File: src/asu_pkg.sv
// Package with register map, field positions, reset values and state types of the serial unit.
package asu_pkg;
  // Register addresses on the plain register port.
  localparam logic [3:0] ADDR_MODE = 4'h0;
  localparam logic [3:0] ADDR_TXBUF = 4'h1;
  localparam logic [3:0] ADDR_TXSTAT = 4'h2;
  localparam logic [3:0] ADDR_RXDATA = 4'h3;
  localparam logic [3:0] ADDR_RXERR = 4'h4;
  localparam logic [3:0] ADDR_IRQST = 4'h5;
  localparam logic [3:0] ADDR_IRQMSK = 4'h6;
  localparam logic [3:0] ADDR_DIVLO = 4'h7;
  localparam logic [3:0] ADDR_DIVHI = 4'h8;
  // Field positions of mode_control_reg.
  localparam int MODE_POWER = 7;
  localparam int MODE_TXE = 6;
  localparam int MODE_RXE = 5;
  localparam int MODE_PS_HI = 4;
  localparam int MODE_PS_LO = 3;
  localparam int MODE_CL = 2;
  localparam int MODE_SL = 1;
  localparam int MODE_ISRM = 0;
  // Field positions of tx_status_reg.
  localparam int TXST_FULL = 1;
  localparam int TXST_BUSY = 0;
  // Field positions of rx_error_status_reg.
  localparam int RXE_PARITY = 2;
  localparam int RXE_FRAMING = 1;
  localparam int RXE_OVERRUN = 0;
  // Field positions of the interrupt status and mask registers.
  localparam int IRQ_TXBUF = 0;
  localparam int IRQ_RXDONE = 1;
  localparam int IRQ_RXERR = 2;
  // Reset values.
  localparam logic [7:0] MODE_RST = 8'h00;
  localparam logic [15:0] DIV_RST = 16'h01B1;
  localparam logic [2:0] IRQ_MSK_RST = 3'h0;
  // Extra gap in unit clocks between frames sent back to back.
  localparam logic [15:0] TX_GAP_CLKS = 16'h0002;
  // Parity modes.
  localparam logic [1:0] PAR_NONE = 2'h0;
  localparam logic [1:0] PAR_ZERO = 2'h1;
  localparam logic [1:0] PAR_ODD = 2'h2;
  localparam logic [1:0] PAR_EVEN = 2'h3;
  typedef enum logic [2:0] {
    TX_IDLE = 3'h0, TX_START = 3'h1, TX_DATA = 3'h3, TX_PAR = 3'h2, TX_STOP = 3'h6, TX_GAP = 3'h7
  } asu_tx_state_t;
  typedef enum logic [2:0] {
    RX_IDLE = 3'h0, RX_START = 3'h1, RX_DATA = 3'h3, RX_PAR = 3'h2, RX_STOP = 3'h6
  } asu_rx_state_t;
endpackage : asu_pkg

File: src/asu_core.sv
// Asynchronous serial unit: register port, transmitter, receiver and interrupt logic.
//
// Design decisions made here: the register offsets and the address-and-strobe port.
module asu_core
  import asu_pkg::*;
(
  input wire logic mclk_in,
  input wire logic rst_b_in,
  input wire logic [3:0] addr_in,
  input wire logic [7:0] wr_data_in,
  input wire logic wr_en_in,
  input wire logic rd_en_in,
  output logic [7:0] rd_data_out,
  input wire logic serial_in_pin_in,
  output logic serial_out_out,
  output logic irq_out
);

  // Odd-ones detector over the active character bits.
  function automatic logic odd_ones(input logic [7:0] data, input logic len8);
    odd_ones = ^(len8 ? data : {1'b0, data[6:0]});
  endfunction : odd_ones

  logic [7:0] mode_ff, nxt_mode;
  logic [7:0] txbuf_ff, nxt_txbuf;
  logic txfull_ff, nxt_txfull;
  logic [15:0] div_ff, nxt_div;
  logic [2:0] irq_st_ff, nxt_irq_st;
  logic [2:0] irq_msk_ff, nxt_irq_msk;
  logic [7:0] rd_data_ff, nxt_rd_data;
  logic irq_ff, nxt_irq;
  asu_tx_state_t tx_state_ff, nxt_tx_state;
  logic [15:0] tx_cnt_ff, nxt_tx_cnt;
  logic [2:0] tx_bit_ff, nxt_tx_bit;
  logic [7:0] tx_shift_ff, nxt_tx_shift;
  logic tx_par_ff, nxt_tx_par;
  logic tx_stop2_ff, nxt_tx_stop2;
  logic serial_out_ff, nxt_serial_out;
  logic rx_sync1_ff, rx_sync2_ff;
  asu_rx_state_t rx_state_ff, nxt_rx_state;
  logic [15:0] rx_cnt_ff, nxt_rx_cnt;
  logic [2:0] rx_bit_ff, nxt_rx_bit;
  logic [7:0] rx_shift_ff, nxt_rx_shift;
  logic rx_par_ff, nxt_rx_par;
  logic [7:0] rx_data_ff, nxt_rx_data;
  logic [2:0] rx_err_ff, nxt_rx_err;
  logic rx_full_ff, nxt_rx_full;
  logic tx_load, rx_done_ev, rx_err_ev;

  wire logic power = mode_ff[MODE_POWER];
  wire logic tx_run = power & mode_ff[MODE_TXE];
  wire logic rx_run = power & mode_ff[MODE_RXE];
  wire logic [1:0] par_mode = {mode_ff[MODE_PS_HI], mode_ff[MODE_PS_LO]};
  wire logic len8 = mode_ff[MODE_CL];
  wire logic [2:0] last_bit = len8 ? 3'h7 : 3'h6;
  wire logic tx_tick = (tx_cnt_ff == 16'h0000);
  wire logic rx_tick = (rx_cnt_ff == 16'h0000);
  wire logic wr_txbuf = wr_en_in & (addr_in == ADDR_TXBUF);
  wire logic rd_rxdata = rd_en_in & (addr_in == ADDR_RXDATA);
  wire logic rd_rxerr = rd_en_in & (addr_in == ADDR_RXERR);

  // Register file, read mux and interrupt; hardware events win over write-one-to-clear.
  always_comb begin
    nxt_mode = mode_ff;
    nxt_txbuf = txbuf_ff;
    nxt_div = div_ff;
    nxt_irq_msk = irq_msk_ff;
    nxt_irq_st = irq_st_ff;
    nxt_rd_data = 8'h00;
    if (wr_en_in) begin
      unique case (addr_in)
        ADDR_MODE: nxt_mode = wr_data_in;
        ADDR_TXBUF: nxt_txbuf = wr_data_in;
        ADDR_IRQST: nxt_irq_st = irq_st_ff & ~wr_data_in[2:0];
        ADDR_IRQMSK: nxt_irq_msk = wr_data_in[2:0];
        ADDR_DIVLO: nxt_div = {div_ff[15:8], wr_data_in};
        ADDR_DIVHI: nxt_div = {wr_data_in, div_ff[7:0]};
        default: nxt_mode = mode_ff;
      endcase
    end
    nxt_irq_st[IRQ_TXBUF] = nxt_irq_st[IRQ_TXBUF] | tx_load;
    nxt_irq_st[IRQ_RXDONE] = nxt_irq_st[IRQ_RXDONE] | rx_done_ev;
    nxt_irq_st[IRQ_RXERR] = nxt_irq_st[IRQ_RXERR] | rx_err_ev;
    nxt_irq = |(nxt_irq_st & nxt_irq_msk);
    if (rd_en_in) begin
      unique case (addr_in)
        ADDR_MODE: nxt_rd_data = mode_ff;
        ADDR_TXSTAT: nxt_rd_data = {6'h00, txfull_ff, tx_state_ff != TX_IDLE};
        ADDR_RXDATA: nxt_rd_data = rx_data_ff;
        ADDR_RXERR: nxt_rd_data = {5'h00, rx_err_ff};
        ADDR_IRQST: nxt_rd_data = {5'h00, irq_st_ff};
        ADDR_IRQMSK: nxt_rd_data = {5'h00, irq_msk_ff};
        ADDR_DIVLO: nxt_rd_data = div_ff[7:0];
        ADDR_DIVHI: nxt_rd_data = div_ff[15:8];
        default: nxt_rd_data = 8'h00;
      endcase
    end
  end

  always_ff @(posedge mclk_in or negedge rst_b_in) begin
    if (!rst_b_in) begin
      mode_ff <= MODE_RST;
      txbuf_ff <= 8'h00;
      div_ff <= DIV_RST;
      irq_msk_ff <= IRQ_MSK_RST;
      irq_st_ff <= 3'h0;
      rd_data_ff <= 8'h00;
      irq_ff <= 1'b0;
    end else begin
      mode_ff <= nxt_mode;
      txbuf_ff <= nxt_txbuf;
      div_ff <= nxt_div;
      irq_msk_ff <= nxt_irq_msk;
      irq_st_ff <= nxt_irq_st;
      rd_data_ff <= nxt_rd_data;
      irq_ff <= nxt_irq;
    end
  end

  // Transmitter. Clearing power acts as a soft reset and also drops a pending byte.
  always_comb begin
    nxt_tx_state = tx_state_ff;
    nxt_tx_cnt = tx_tick ? div_ff : tx_cnt_ff - 16'h0001;
    nxt_tx_bit = tx_bit_ff;
    nxt_tx_shift = tx_shift_ff;
    nxt_tx_par = tx_par_ff;
    nxt_tx_stop2 = tx_stop2_ff;
    nxt_serial_out = serial_out_ff;
    tx_load = 1'b0;
    unique case (tx_state_ff)
      TX_IDLE: begin
        nxt_serial_out = 1'b1;
        tx_load = tx_run & txfull_ff;
      end
      TX_START: if (tx_tick) begin
        nxt_tx_state = TX_DATA;
        nxt_tx_bit = 3'h0;
        nxt_serial_out = tx_shift_ff[0];
      end
      TX_DATA: if (tx_tick) begin
        if (tx_bit_ff == last_bit) begin
          nxt_tx_state = (par_mode == PAR_NONE) ? TX_STOP : TX_PAR;
          nxt_serial_out = (par_mode == PAR_NONE) ? 1'b1 : tx_par_ff;
        end else begin
          nxt_tx_shift = {1'b0, tx_shift_ff[7:1]};
          nxt_tx_bit = tx_bit_ff + 3'h1;
          nxt_serial_out = tx_shift_ff[1];
        end
      end
      TX_PAR: if (tx_tick) begin
        nxt_tx_state = TX_STOP;
        nxt_serial_out = 1'b1;
      end
      TX_STOP: if (tx_tick) begin
        if (tx_stop2_ff) begin
          nxt_tx_stop2 = 1'b0;
        end else if (tx_run & txfull_ff) begin
          // Queued byte waits out the extra gap before its start bit.
          nxt_tx_state = TX_GAP;
          nxt_tx_cnt = TX_GAP_CLKS - 16'h0001;
        end else begin
          nxt_tx_state = TX_IDLE;
        end
      end
      TX_GAP: tx_load = tx_tick;
      default: nxt_tx_state = TX_IDLE;
    endcase
    if (tx_load) begin
      // Byte moves into the shifter and frees the holding buffer.
      nxt_tx_state = TX_START;
      nxt_tx_shift = txbuf_ff;
      nxt_tx_cnt = div_ff;
      nxt_tx_stop2 = mode_ff[MODE_SL];
      nxt_tx_par = (par_mode == PAR_ZERO) ? 1'b0 :
                   (odd_ones(txbuf_ff, len8) ^ (par_mode == PAR_ODD));
      nxt_serial_out = 1'b0;
    end
    // Holding full flag; a write in the load cycle still sets it.
    nxt_txfull = (txfull_ff & ~tx_load) | wr_txbuf;
    if (!tx_run) begin
      nxt_tx_state = TX_IDLE;
      nxt_serial_out = 1'b1;
    end
    if (!power) begin
      nxt_txfull = 1'b0;
    end
  end

  always_ff @(posedge mclk_in or negedge rst_b_in) begin
    if (!rst_b_in) begin
      tx_state_ff <= TX_IDLE;
      tx_cnt_ff <= 16'h0000;
      tx_bit_ff <= 3'h0;
      tx_shift_ff <= 8'h00;
      tx_par_ff <= 1'b0;
      tx_stop2_ff <= 1'b0;
      serial_out_ff <= 1'b1;
      txfull_ff <= 1'b0;
    end else begin
      tx_state_ff <= nxt_tx_state;
      tx_cnt_ff <= nxt_tx_cnt;
      tx_bit_ff <= nxt_tx_bit;
      tx_shift_ff <= nxt_tx_shift;
      tx_par_ff <= nxt_tx_par;
      tx_stop2_ff <= nxt_tx_stop2;
      serial_out_ff <= nxt_serial_out;
      txfull_ff <= nxt_txfull;
    end
  end

  // Receiver. Start is detected on level, not on an edge, so enabling on a low line starts a frame.
  always_comb begin
    nxt_rx_state = rx_state_ff;
    nxt_rx_cnt = rx_tick ? div_ff : rx_cnt_ff - 16'h0001;
    nxt_rx_bit = rx_bit_ff;
    nxt_rx_shift = rx_shift_ff;
    nxt_rx_par = rx_par_ff;
    nxt_rx_data = rx_data_ff;
    nxt_rx_err = rd_rxerr ? 3'h0 : rx_err_ff;
    nxt_rx_full = rx_full_ff & ~rd_rxdata;
    rx_done_ev = 1'b0;
    rx_err_ev = 1'b0;
    unique case (rx_state_ff)
      RX_IDLE: if (!rx_sync2_ff) begin
        nxt_rx_state = RX_START;
        nxt_rx_cnt = {1'b0, div_ff[15:1]};
      end
      RX_START: if (rx_tick) begin
        nxt_rx_state = rx_sync2_ff ? RX_IDLE : RX_DATA;
        nxt_rx_bit = 3'h0;
      end
      RX_DATA: if (rx_tick) begin
        nxt_rx_bit = rx_bit_ff + 3'h1;
        nxt_rx_shift = {rx_sync2_ff, rx_shift_ff[7:1]};
        if (rx_bit_ff == last_bit) begin
          nxt_rx_state = (par_mode == PAR_NONE) ? RX_STOP : RX_PAR;
          if (!len8) begin
            nxt_rx_shift = {1'b0, rx_sync2_ff, rx_shift_ff[7:2]};
          end
        end
      end
      RX_PAR: if (rx_tick) begin
        nxt_rx_state = RX_STOP;
        nxt_rx_par = rx_sync2_ff;
      end
      RX_STOP: if (rx_tick) begin
        // Only the first stop bit is sampled whatever the stop length setting.
        nxt_rx_state = RX_IDLE;
        nxt_rx_data = rx_shift_ff;
        nxt_rx_full = 1'b1;
        nxt_rx_err[RXE_FRAMING] = nxt_rx_err[RXE_FRAMING] | ~rx_sync2_ff;
        nxt_rx_err[RXE_OVERRUN] = nxt_rx_err[RXE_OVERRUN] | rx_full_ff;
        // No check in none or zero mode; odd and even compare the total count of ones.
        nxt_rx_err[RXE_PARITY] = nxt_rx_err[RXE_PARITY] | (par_mode[1] &
          ((odd_ones(rx_shift_ff, len8) ^ rx_par_ff) == par_mode[0]));
        rx_err_ev = ~rx_sync2_ff | rx_full_ff | (par_mode[1] &
          ((odd_ones(rx_shift_ff, len8) ^ rx_par_ff) == par_mode[0]));
        rx_done_ev = ~rx_err_ev | mode_ff[MODE_ISRM];
        rx_err_ev = rx_err_ev & ~mode_ff[MODE_ISRM];
      end
      default: nxt_rx_state = RX_IDLE;
    endcase
    if (!rx_run) begin
      nxt_rx_state = RX_IDLE;
    end
    if (!power) begin
      nxt_rx_err = 3'h0;
      nxt_rx_full = 1'b0;
    end
  end

  always_ff @(posedge mclk_in or negedge rst_b_in) begin
    if (!rst_b_in) begin
      rx_sync1_ff <= 1'b1;
      rx_sync2_ff <= 1'b1;
      rx_state_ff <= RX_IDLE;
      rx_cnt_ff <= 16'h0000;
      rx_bit_ff <= 3'h0;
      rx_shift_ff <= 8'h00;
      rx_par_ff <= 1'b0;
      rx_data_ff <= 8'h00;
      rx_err_ff <= 3'h0;
      rx_full_ff <= 1'b0;
    end else begin
      rx_sync1_ff <= serial_in_pin_in;
      rx_sync2_ff <= rx_sync1_ff;
      rx_state_ff <= nxt_rx_state;
      rx_cnt_ff <= nxt_rx_cnt;
      rx_bit_ff <= nxt_rx_bit;
      rx_shift_ff <= nxt_rx_shift;
      rx_par_ff <= nxt_rx_par;
      rx_data_ff <= nxt_rx_data;
      rx_err_ff <= nxt_rx_err;
      rx_full_ff <= nxt_rx_full;
    end
  end

  assign rd_data_out = rd_data_ff;
  assign serial_out_out = serial_out_ff;
  assign irq_out = irq_ff;
endmodule : asu_core

File: config.mk
export PLATFORM = sky130hd
export DESIGN_NAME = asu_core
export DESIGN_NICKNAME = d
export VERILOG_FILES = /design/src/asu_pkg.sv /design/src/asu_core.sv
export SDC_FILE = /design/constraint.sdc
export NUM_CORES = 1
export LEC_CHECK = 0
export ABC_AREA = 1
export ABC_CLOCK_PERIOD_IN_PS = 3900
export BUFFER_PORTS_ARGS = -buffer_cell sky130_fd_sc_hd__buf_4
export CORE_MARGIN = 2
export CORE_UTILIZATION = 28
export CTS_BUF_LIST = sky130_fd_sc_hd__clkbuf_2 sky130_fd_sc_hd__clkbuf_4 sky130_fd_sc_hd__clkbuf_8
export DETAILED_ROUTE_END_ITERATION = 8
export PLACE_DENSITY_LB_ADDON = 0.1
export SLEW_MARGIN = 10
export SYNTH_ARGS = -nofsm -noshare
export SYNTH_HDL_FRONTEND = slang
export SYNTH_SLANG_ARGS = --single-unit
File: constraint.sdc
create_clock -name mclk_in -period 3.9 [get_ports mclk_in]
set_input_delay 0.78 -clock mclk_in [delete_from_list [all_inputs] [get_ports mclk_in]]
set_output_delay 0.78 -clock mclk_in [all_outputs]
set_load 0.02 [all_outputs]
==> results of run 1 <==
[state kept, by name, indices dropped and copies added, names as in the netlist, 8 cells and up]
| register | cells |
|---|---|
| mode_ff | 8 |
| rx_cnt_ff | 16 |
| rx_shift_ff | 8 |
| rx_data_ff | 8 |
| tx_shift_ff | 8 |
| div_ff | 16 |
| txbuf_ff | 8 |
| tx_cnt_ff | 16 |
| rd_data_out | 8 |
[worst max-delay path, delay by kind of cell (launching register included)]
kind / cells / cell delay [ns]
adders and majority gates: 1 / 0.20
and+or+nand+nor: 12 / 1.29
buffers and inverters: 2 / 0.21
DFF: 1 / 0.36
[metal layers]
metal / vias up / part of all wire / global-route usage
met5: - / 0 / 0
met2: 81 / 0.46 / 0.261
met1: 2646 / 0.50 / 0.228
met4: 0 / 0.020 / 0.0571
li1: 2772 / - / -
met3: 22 / 0.024 / 0.0264
[cell type report]
type | instances | area share
Clock buffer | 22 | 0.0385
Clock inverter | 10 | 0.0268
Inverter | 125 | 0.0621
Multi-Input combinational cell | 562 | 0.380
Sequential cell | 126 | 0.410
Tap cell | 319 | 0.0518
Timing Repair Buffer | 31 | 0.0307
[per-stage QoR]
step	setup WS (ns)	total power, mW	hold slack [ns]
CTS	1.68	3.93	0.365
finish	1.72	3.89	0.355
floorplan	2.03	2.17	0.345
detailed placement	1.50	2.46	0.348
global placement	1.51	2.47	0.347
global route	1.46	4.11	0.364
[worst max path at each step]
stage | end | cells after the start
2_1_floorplan | div_ff[11] | 7
3_3_place_gp | div_ff[13] | 8
3_5_place_dp | div_ff[15] | 8
4_1_cts | tx_state_ff[1] | 12
5_1_grt | rx_cnt_ff[0] | 8
6_report | tx_state_ff[1] | 15
[power breakdown]
group	leakage, nW	internal (mW)	switching [mW]	total (mW)
registers	1.57	1.51	0.185	1.70
clock network	0.252	0.901	0.560	1.46
logic	1.71	0.268	0.466	0.733
[cell families (layout without fill, tap and decap cells)]
logic type	after synthesis	in the layout	share of synthesized area
XOR/XNOR	29	29	0.0381
AO/OA/AOI/OAI	200	200	0.175
adder cells (fa/ha/maj)	5	5	0.00938
multiplexers	1	1	0.00150
AND/OR/NAND/NOR	327	327	0.215
buffers and inverters	142	188	0.0866
flip-flops	126	126	0.474
[cell usage in the layout (no fill, tap or decap), drive strengths merged, types with 2 or more instances in the layout]
cell,n
dfrtp,118
or2,2
o21ai,119
nor2,70
a221oi,9
nor4,4
clkbuf,22
nand3,30
clkinv,6
dfstp,8
nor3,13
ha,5
xnor2,11
bufinv,6
o22ai,22
xor2,18
o211ai,8
inv,122
a31oi,4
a21oi,33
nand3b,2
nand2,198
nand4,7
buf,31
==> flow_metrics.py, run 1 <==
metrics = {
    "detailed_routing": {
        "wl_per_cell_um": 16.1,
        "drt-pass1-iter-count": 5,
        "wl_um": 19200,
        "first_iter_violations": 335,
        "viasPerCell": 4.62,
        "antenna_left": 0,
        "drc": 0,
        "num_vias": 5521,
    },
    "clock_tree": {
        "cts_resized": 0,
        "cts_htree_levels": 4,
        "cts_root_buffer": "clkbuf_8",
        "post_cts_buffers": 0,
        "clk_pin_slew_worst_paths_ns": 0.08,
        "cts.sinks": 126,
        "cts_buffer_depth": 2,
        "clock_latency_ns": 0.46,
        "cts_made_buffers": 17,
        "hold_buffers": 0,
        "cts_tree": "yes",
    },
    "yosys": {
        "ys_seq_elements": 126,
        "synthCells": 830,
        "ys_seq_area_frac": 0.474,
        "syn-num-nets": 852,
        "yosysMostFrequentCell": "nand2_1",
        "synth_top_area_frac": 0.443,
        "yosysWarnings": 0,
        "ys_types": 46,
        "postSynthAreaPerCell_um2": 8.04,
        "synth_area_um2": 6670,
        "synth_edf_count": 0,
        "async_flop_share": 1.00,
        "yosys.area.top_type": "dfrtp_1",
        "synthTopCellsByCount": "nand2_1 (184), dfrtp_1 (118), inv_1 (118)",
        "ys.flop_type": "dfrtp_1",
        "ys_top_cells_by_area": "dfrtp_1 (44%), nand2_1 (10%), o21ai_0 (7.8%)",
    },
    "place": {
        "placed_area_um2": 7210,
        "port_buffers": 26,
        "dp_hpwl_um": 14300,
        "globalplace.congestion": 0.808,
        "dp_cells": 1163,
    },
    "sta": {
        "hold_violations": 0,
        "max_slew_margin": 0.482,
        "rsz0062_at_grt": "no",
        "tightest_slew_ns": 0.778,
        "fmax_mhz": 458,
        "fin_worst_skew_ns": 0.0130,
        "period_share": 0.559,
        "min_period_ns": 2.18,
        "slew_viol_final": 0,
        "tns_ns": 0,
        "setup_viol": 0,
    },
    "grt": {
        "grt_pass1_wl_um": 31000,
        "first_global_vias": 5480,
        "track_usage": 0.164,
        "grt_max_degree": 81,
        "overflow": 0,
        "antenna_found_initial": 0,
    },
    "finish": {
        "drive_above_1_share": 0.130,
        "nNetsFinal": 885,
        "design_area_um2": 7710,
        "multi_input_area_um2": 2930,
        "instances_no_fill": 1195,
        "syn2layout_area_growth_pct": 15.6,
        "fin_util": 0.330,
        "seq_area_um2": 3160,
        "diodes": 0,
        "fillers": 2531,
    },
    "power_and_ir_drop": {
        "leakagePower_nw": 3.53,
        "pwr_density_cell_nw_per_um2": 505,
        "ir_drop_mv": 0.205,
    },
    "run_status": {
        "status": "finished clean",
    },
    "worst_setup_path": {
        "cp_slowest_stage_delay_ns": 0.36,
        "critPathLaunch": "tx_cnt_ff[0]",
        "crit_top_cell": "nand2_1",
        "rrSetupSlack_ns": 1.72,
        "r2r-start": "tx_cnt_ff[0]",
        "critPathLaunchType": "flop",
        "critical-path-slowest-cell": "dfrtp_1",
        "required_ns": 4.25,
        "ff2ff_path_depth": 15,
        "r2r-end": "tx_state_ff[1]",
        "criticalPathCategory": "reg -> reg",
        "cp-end-kind": "flop",
        "cp.arrival_ns": 2.53,
        "worstPathCellList": "inv_1 > ha_1 > nand2_1 > nor2_4 > nand2_2 > nor2_4 > nand3_2 > nand2_4 > inv_4 > nand2_1 > nand2_1 > nand3_2 > nand2_4 > nand2_1 > nand2_1",
        "worstPathMaxFanout": 18,
    },
    "floorplan": {
        "fp.dieH_um": 158,
        "core_um2": 23400,
        "rows": 56,
        "start_util": 0.285,
        "fp.dieW_um": 158,
        "die_area_um2": 25100,
        "num_io_pins": 27,
    },
    "min_path": {
        "hold_path_class": "in -> async",
    },
    "job": {
        "drv_cap": 0,
    },
}
(Power assumes the default switching activity.)
==> run 2, diff against run 1 <==
- ABC_CLOCK_PERIOD_IN_PS: 3900 -> 2000
- clock period: 3.9 -> 2 ns (I/O delays scaled with it)
==> run 2 against run 1 <==
  * Via count rose by 1.5%
  * Maximum frequency increased by 14%
  * Highest routed layer unchanged
  * First-iteration DRC count shrank 12%
  * Sequential power is 93% higher
  * Hold slack got worse by 0.31 ns
  * Die area stayed put
==> flow_metrics.py, run 2 (synthesized netlist as in run 1, its figures left out) <==
metrics = {
    "finish": {
        "diodes": 0,
        "final_common_cell": "nand2_1",
        "seq_area_um2": 3160,
        "syn2layout_area_growth_pct": 21.0,
        "nNetsFinal": 927,
        "fin_util": 0.345,
        "drive_above_1_share": 0.190,
        "instances_no_fill": 1237,
        "design_area_um2": 8070,
        "reg.largest.list": "div_ff (16), rx_cnt_ff (16), tx_cnt_ff (16)",
        "multi_input_area_um2": 3020,
        "layout_common_cells": "nand2_1 (180), dfrtp_1 (118), inv_1 (114)",
        "fillers": 2522,
    },
    "clock_tree": {
        "cts_made_buffers": 17,
        "clk_pin_slew_worst_paths_ns": 0.09,
        "cts_buffer_depth": 2,
        "cts.sinks": 126,
        "cts_tree": "yes",
        "clock_latency_ns": 0.45,
        "cts_root_buffer": "clkbuf_8",
        "cts_htree_levels": 4,
    },
    "worst_setup_path": {
        "crit_family": "simple AND/OR/NAND/NOR gates",
        "worstPathMaxFanout": 5,
        "endpoint": "tx_state_ff[2]",
        "cp.arrival_ns": 2.25,
        "cp.depth": 13,
        "critPathLaunch": "tx_cnt_ff[4]",
        "cp-end-kind": "flop",
        "crit_top_cell": "nand2_4",
        "r2r-start": "tx_cnt_ff[4]",
        "criticalPathCategory": "reg -> reg",
        "r2r-end": "tx_state_ff[2]",
        "worstPathCellList": "or2_4 > nor2_4 > nand2_4 > nor3_4 > nand2_2 > nor2_4 > nand2_4 > nand2_4 > nand2_4 > nand2_4 > nand2_4 > nand2_1 > nand2_1",
        "ff2ff_path_depth": 13,
        "critical-path-slowest-cell": "dfrtp_1",
        "worst-path-buf-inv": 0,
        "critPathLaunchType": "flop",
        "rrSetupSlack_ns": 0.09,
        "cp_slowest_stage_delay_ns": 0.41,
        "required_ns": 2.34,
    },
    "power_and_ir_drop": {
        "ir_drop_mv": 0.343,
        "power.switching_mw": 2.54,
        "p_seq_frac": 0.444,
        "pwr_density_cell_nw_per_um2": 917,
        "power.total_mw": 7.40,
        "intPower_mw": 4.86,
        "power_frac_clock": 0.339,
        "p_comb_frac": 0.217,
        "power.share.switching": 0.343,
        "leakagePower_nw": 3.75,
    },
    "sta": {
        "fin_worst_skew_ns": 0.0166,
        "rsz0062_at_grt": "yes",
        "tightest_slew_ns": 0.654,
        "hold_violations": 0,
        "slew_viol_final": 0,
        "min_period_ns": 1.91,
        "fin_ws_ns": 0.0906,
        "period_share": 0.955,
        "max_slew_margin": 0.563,
        "fmax_mhz": 524,
        "timing.hold.ws_ns": 0.0455,
        "tns_ns": 0,
        "setup_viol": 0,
    },
    "grt": {
        "antenna_found_initial": 0,
        "track_usage": 0.163,
        "grt_pass1_wl_um": 30700,
        "grt_max_degree": 41,
        "first_global_vias": 5498,
        "overflow": 0,
    },
    "detailed_routing": {
        "antenna_left": 0,
        "first_iter_violations": 295,
        "wl_per_cell_um": 15.6,
        "drc": 0,
        "num_vias": 5603,
        "wl_um": 19300,
        "viasPerCell": 4.53,
        "drt-pass1-iter-count": 5,
    },
    "floorplan": {
        "die_area_um2": 25100,
        "fp.dieW_um": 158,
        "rows": 56,
        "fp.dieH_um": 158,
        "start_util": 0.285,
        "core_um2": 23400,
        "num_io_pins": 27,
    },
    "place": {
        "placed_area_um2": 7490,
        "dp_cells": 1197,
        "dp_hpwl_um": 14700,
        "post-place-ws_ns": 0.0143,
        "port_buffers": 26,
        "globalplace.congestion": 0.788,
    },
    "run_status": {
        "status": "finished clean",
    },
    "job": {
        "drv_cap": 0,
    },
    "min_path": {
        "hold_path_class": "in -> reg",
    },
}
==> run 2: cell count changes in the layout (fill, tap and decap cells not counted), sizes merged <==
cell	delta
clkbuf	-5
bufinv	-3
dlygate4sd3	+1
inv	+7
clkinv	+2
buf	+41
clkinvlp	-1
==> run 2: layer usage <==
metal / global-route usage / wire, um / part of all wire / up-vias
met5: 0 / 0 / 0 / -
met4: 0.0429 / 189 / 0.0098 / 0
met3: 0.0261 / 403 / 0.021 / 17
met2: 0.257 / 9000 / 0.47 / 56
met1: 0.232 / 9740 / 0.50 / 2655
li1: - / - / - / 2875
==> run 2: power groups by stage <==
stage               clock [mW]  combinational [mW]  sequential (mW)
finish                    2.50                1.61             3.28
global route              2.68                1.83             3.34
CTS                       2.58                1.53             3.28
detailed placement           0                1.52             3.33
global placement             0                1.54             3.33
floorplan                    0               0.992             3.23
==> run 2: worst register-to-register path, stage by stage (launching register included) <==
cell and delay, ns:
dfrtp_1 0.41, or2_4 0.28, nor2_4 0.11, nand2_4 0.08
nor3_4 0.19, nand2_2 0.10, nor2_4 0.14, nand2_4 0.10
nand2_4 0.10, nand2_4 0.05, nand2_4 0.08, nand2_4 0.06
nand2_1 0.06, nand2_1 0.05
==> run 2: area by class of cell <==
class / count / area share
sequential: 126 / 0.392
timing repair buffer: 73 / 0.0718
clock buffer: 17 / 0.0290
tap: 319 / 0.0495
inverter: 125 / 0.0594
clock inverter: 15 / 0.0248
multi-input combinational: 562 / 0.374
==> run 2: how the worst min path moves through the flow <==
stage | start | end | cells after the start
after CTS | serial_in_pin_in | rx_sync1_ff | 1
final | serial_in_pin_in | rx_sync1_ff | 1
after global routing | serial_in_pin_in | rx_sync1_ff | 1
after detailed placement | rst_b_in | rx_shift_ff[3] | 1
after global placement | rst_b_in | rx_shift_ff[3] | 1
after floorplan | rst_b_in | div_ff[10] | 0
==> run 2: timing repair <==
action	4_1_cts	5_1_grt
hold buffers	1	0
setup endpoints to repair	1	57
pin swaps	0	10
setup buffers	0	7
resized for setup	1	25
hold endpoints to repair	32	0
gates cloned	0	0
==> run 3, diff against run 2 <==
- CORE_ASPECT_RATIO: unset -> 1.25
- CTS_BUF_LIST: sky130_fd_sc_hd__clkbuf_2 sky130_fd_sc_hd__clkbuf_4 sky130_fd_sc_hd__clkbuf_8 -> sky130_fd_sc_hd__clkbuf_8
==> run 3 against run 2 <==
  * First-iteration DRC count shrank 19%
  * Clock skew shrank 0.0027 ns
  * Combinational power is essentially flat
  * Power grew 0.79%
  * Hold slack gained 0.012 ns
  * Via count grew 1.7%
  * Critical path depth is the same
  * Critical endpoint unchanged
==> flow_metrics.py, run 3 (synthesized netlist as in run 1, its figures left out) <==
metrics = {
    "sta": {
        "fin_worst_skew_ns": 0.0139,
        "hold_violations": 0,
        "period_share": 0.947,
        "slew_viol_final": 0,
        "fin_ws_ns": 0.106,
        "max_slew_margin": 0.688,
        "min_period_ns": 1.89,
        "setup_viol": 0,
        "tightest_slew_ns": 0.467,
        "tns_ns": 0,
        "fmax_mhz": 528,
        "timing.hold.ws_ns": 0.0570,
    },
    "worst_setup_path": {
        "critPathLaunchType": "flop",
        "crit_family": "simple AND/OR/NAND/NOR gates",
        "cp-end-kind": "flop",
        "worst-path-buf-inv": 0,
        "cp_slowest_stage_delay_ns": 0.42,
        "crit_top_cell": "nand2_4",
        "cp.arrival_ns": 2.24,
        "required_ns": 2.34,
        "worstPathCellList": "or2_4 > nor2_4 > nand2_4 > nor3_4 > nand2_2 > nor2_4 > nand2_4 > nand2_4 > nand2_4 > nand2_4 > nand2_4 > nand2_1 > nand2_1",
        "critical-path-slowest-cell": "dfrtp_1",
        "worstPathMaxFanout": 6,
        "criticalPathCategory": "reg -> reg",
    },
    "detailed_routing": {
        "wl_per_cell_um": 16.2,
        "antenna_left": 0,
        "first_iter_violations": 239,
        "drc": 0,
        "drt-pass1-iter-count": 4,
        "num_vias": 5698,
        "viasPerCell": 4.69,
        "wl_um": 19600,
    },
    "place": {
        "globalplace.congestion": 0.831,
        "post-place-ws_ns": 0.0283,
        "dp_hpwl_um": 15100,
        "port_buffers": 26,
    },
    "finish": {
        "syn2layout_area_growth_pct": 21.3,
        "nNetsFinal": 931,
        "diodes": 0,
        "fillers": 2504,
        "seq_area_um2": 3160,
        "layout_common_cells": "nand2_1 (181), dfrtp_1 (118), inv_1 (117)",
        "final_common_cell": "nand2_1",
        "multi_input_area_um2": 3010,
        "drive_above_1_share": 0.188,
        "reg.largest.list": "div_ff (16), rx_cnt_ff (16), tx_cnt_ff (16)",
    },
    "power_and_ir_drop": {
        "power_frac_clock": 0.344,
        "p_seq_frac": 0.442,
        "pwr_density_cell_nw_per_um2": 921,
        "power.switching_mw": 2.39,
        "leakagePower_nw": 3.78,
        "intPower_mw": 5.07,
        "ir_drop_mv": 0.396,
        "power.share.switching": 0.320,
        "p_comb_frac": 0.215,
    },
    "grt": {
        "overflow": 0,
        "grt_use_met2": 0.289,
        "grt_pass1_wl_um": 31400,
        "met3_usage": 0.0304,
        "grt-busiest-layer": "met2",
        "first_global_vias": 5832,
        "antenna_found_initial": 0,
        "grt_max_degree": 44,
        "use_met1": 0.206,
        "track_usage": 0.165,
    },
    "floorplan": {
        "start_util": 0.283,
        "die_area_um2": 25100,
        "fp.dieW_um": 142,
        "core_um2": 23600,
        "fp.dieH_um": 177,
        "rows": 63,
        "num_io_pins": 27,
    },
    "clock_tree": {
        "cts_made_buffers": 17,
        "cts_root_buffer": "clkbuf_8",
        "clk_pin_slew_worst_paths_ns": 0.08,
        "cts.sinks": 126,
        "clock_latency_ns": 0.45,
        "cts_buffer_depth": 2,
        "cts_htree_levels": 4,
        "cts_tree": "yes",
    },
    "job": {
        "drv_cap": 0,
    },
    "run_status": {
        "status": "finished clean",
    },
    "min_path": {
        "hold_path_class": "in -> reg",
    },
}
-- run 3: through the flow --
| step | power [mW] | utilization | cell area (um^2) | std cells |
|---|---|---|---|---|
| finish | 7.46 | 0.343 | 8090 | 1214 |
| CTS | 7.52 | 0.339 | 7980 | 1210 |
| global placement | 4.91 | 0.319 | 7520 | 1177 |
| global route | 7.93 | 0.343 | 8090 | 1214 |
| detailed placement | 4.90 | 0.319 | 7520 | 1177 |
| floorplan | 4.22 | - | 6670 | 830 |
-- run 3: power by group through the flow --
| stage | clock, mW | sequential, mW | combinational (mW) |
|---|---|---|---|
| 2_1_floorplan | 0 | 3.23 | 0.992 |
| 3_3_place_gp | 0 | 3.34 | 1.57 |
| 3_5_place_dp | 0 | 3.34 | 1.56 |
| 4_1_cts | 2.65 | 3.29 | 1.58 |
| 5_1_grt | 2.76 | 3.35 | 1.83 |
| 6_report | 2.56 | 3.29 | 1.60 |
-- run 3: layer usage --
| metal | part of all wire | vias to the layer above |
|---|---|---|
| met5 | 0 | - |
| met4 | 0.015 | 0 |
| met3 | 0.028 | 15 |
| met2 | 0.51 | 87 |
| met1 | 0.45 | 2736 |
| li1 | - | 2860 |
-- run 3: worst paths after layout --
kind                                  start        endpoint  slack, ns  cells past startpoint
setup / recovery               tx_cnt_ff[5]  tx_state_ff[2]       0.11                     13
hold / removal             serial_in_pin_in     rx_sync1_ff       0.06                      1
setup reg to reg               tx_cnt_ff[5]  tx_state_ff[2]       0.11                     13
hold reg to reg                 rx_sync1_ff     rx_sync2_ff       0.36                      0
max in group asynchronous          rst_b_in   rx_cnt_ff[15]       0.92                      3
min in group asynchronous          rst_b_in  rx_shift_ff[4]       0.44                      2
-- run 3: timing repair --
| action | in CTS | in global routing |
|---|---|---|
| hold buffers | 1 | 0 |
| endpoints found under the setup margin | 0 | 36 |
| gates resized for setup | 0 | 21 |
| hold endpoints to repair | 36 | 0 |
| buffers inserted | 0 | 4 |
-- run 3: area by class of cell --
cell class	count	area share
Inverter	125	0.0592
Timing Repair Buffer	77	0.0769
Sequential cell	126	0.391
Tap cell	292	0.0452
Clock inverter	11	0.0201
Clock buffer	21	0.0357
Multi-Input combinational cell	562	0.372
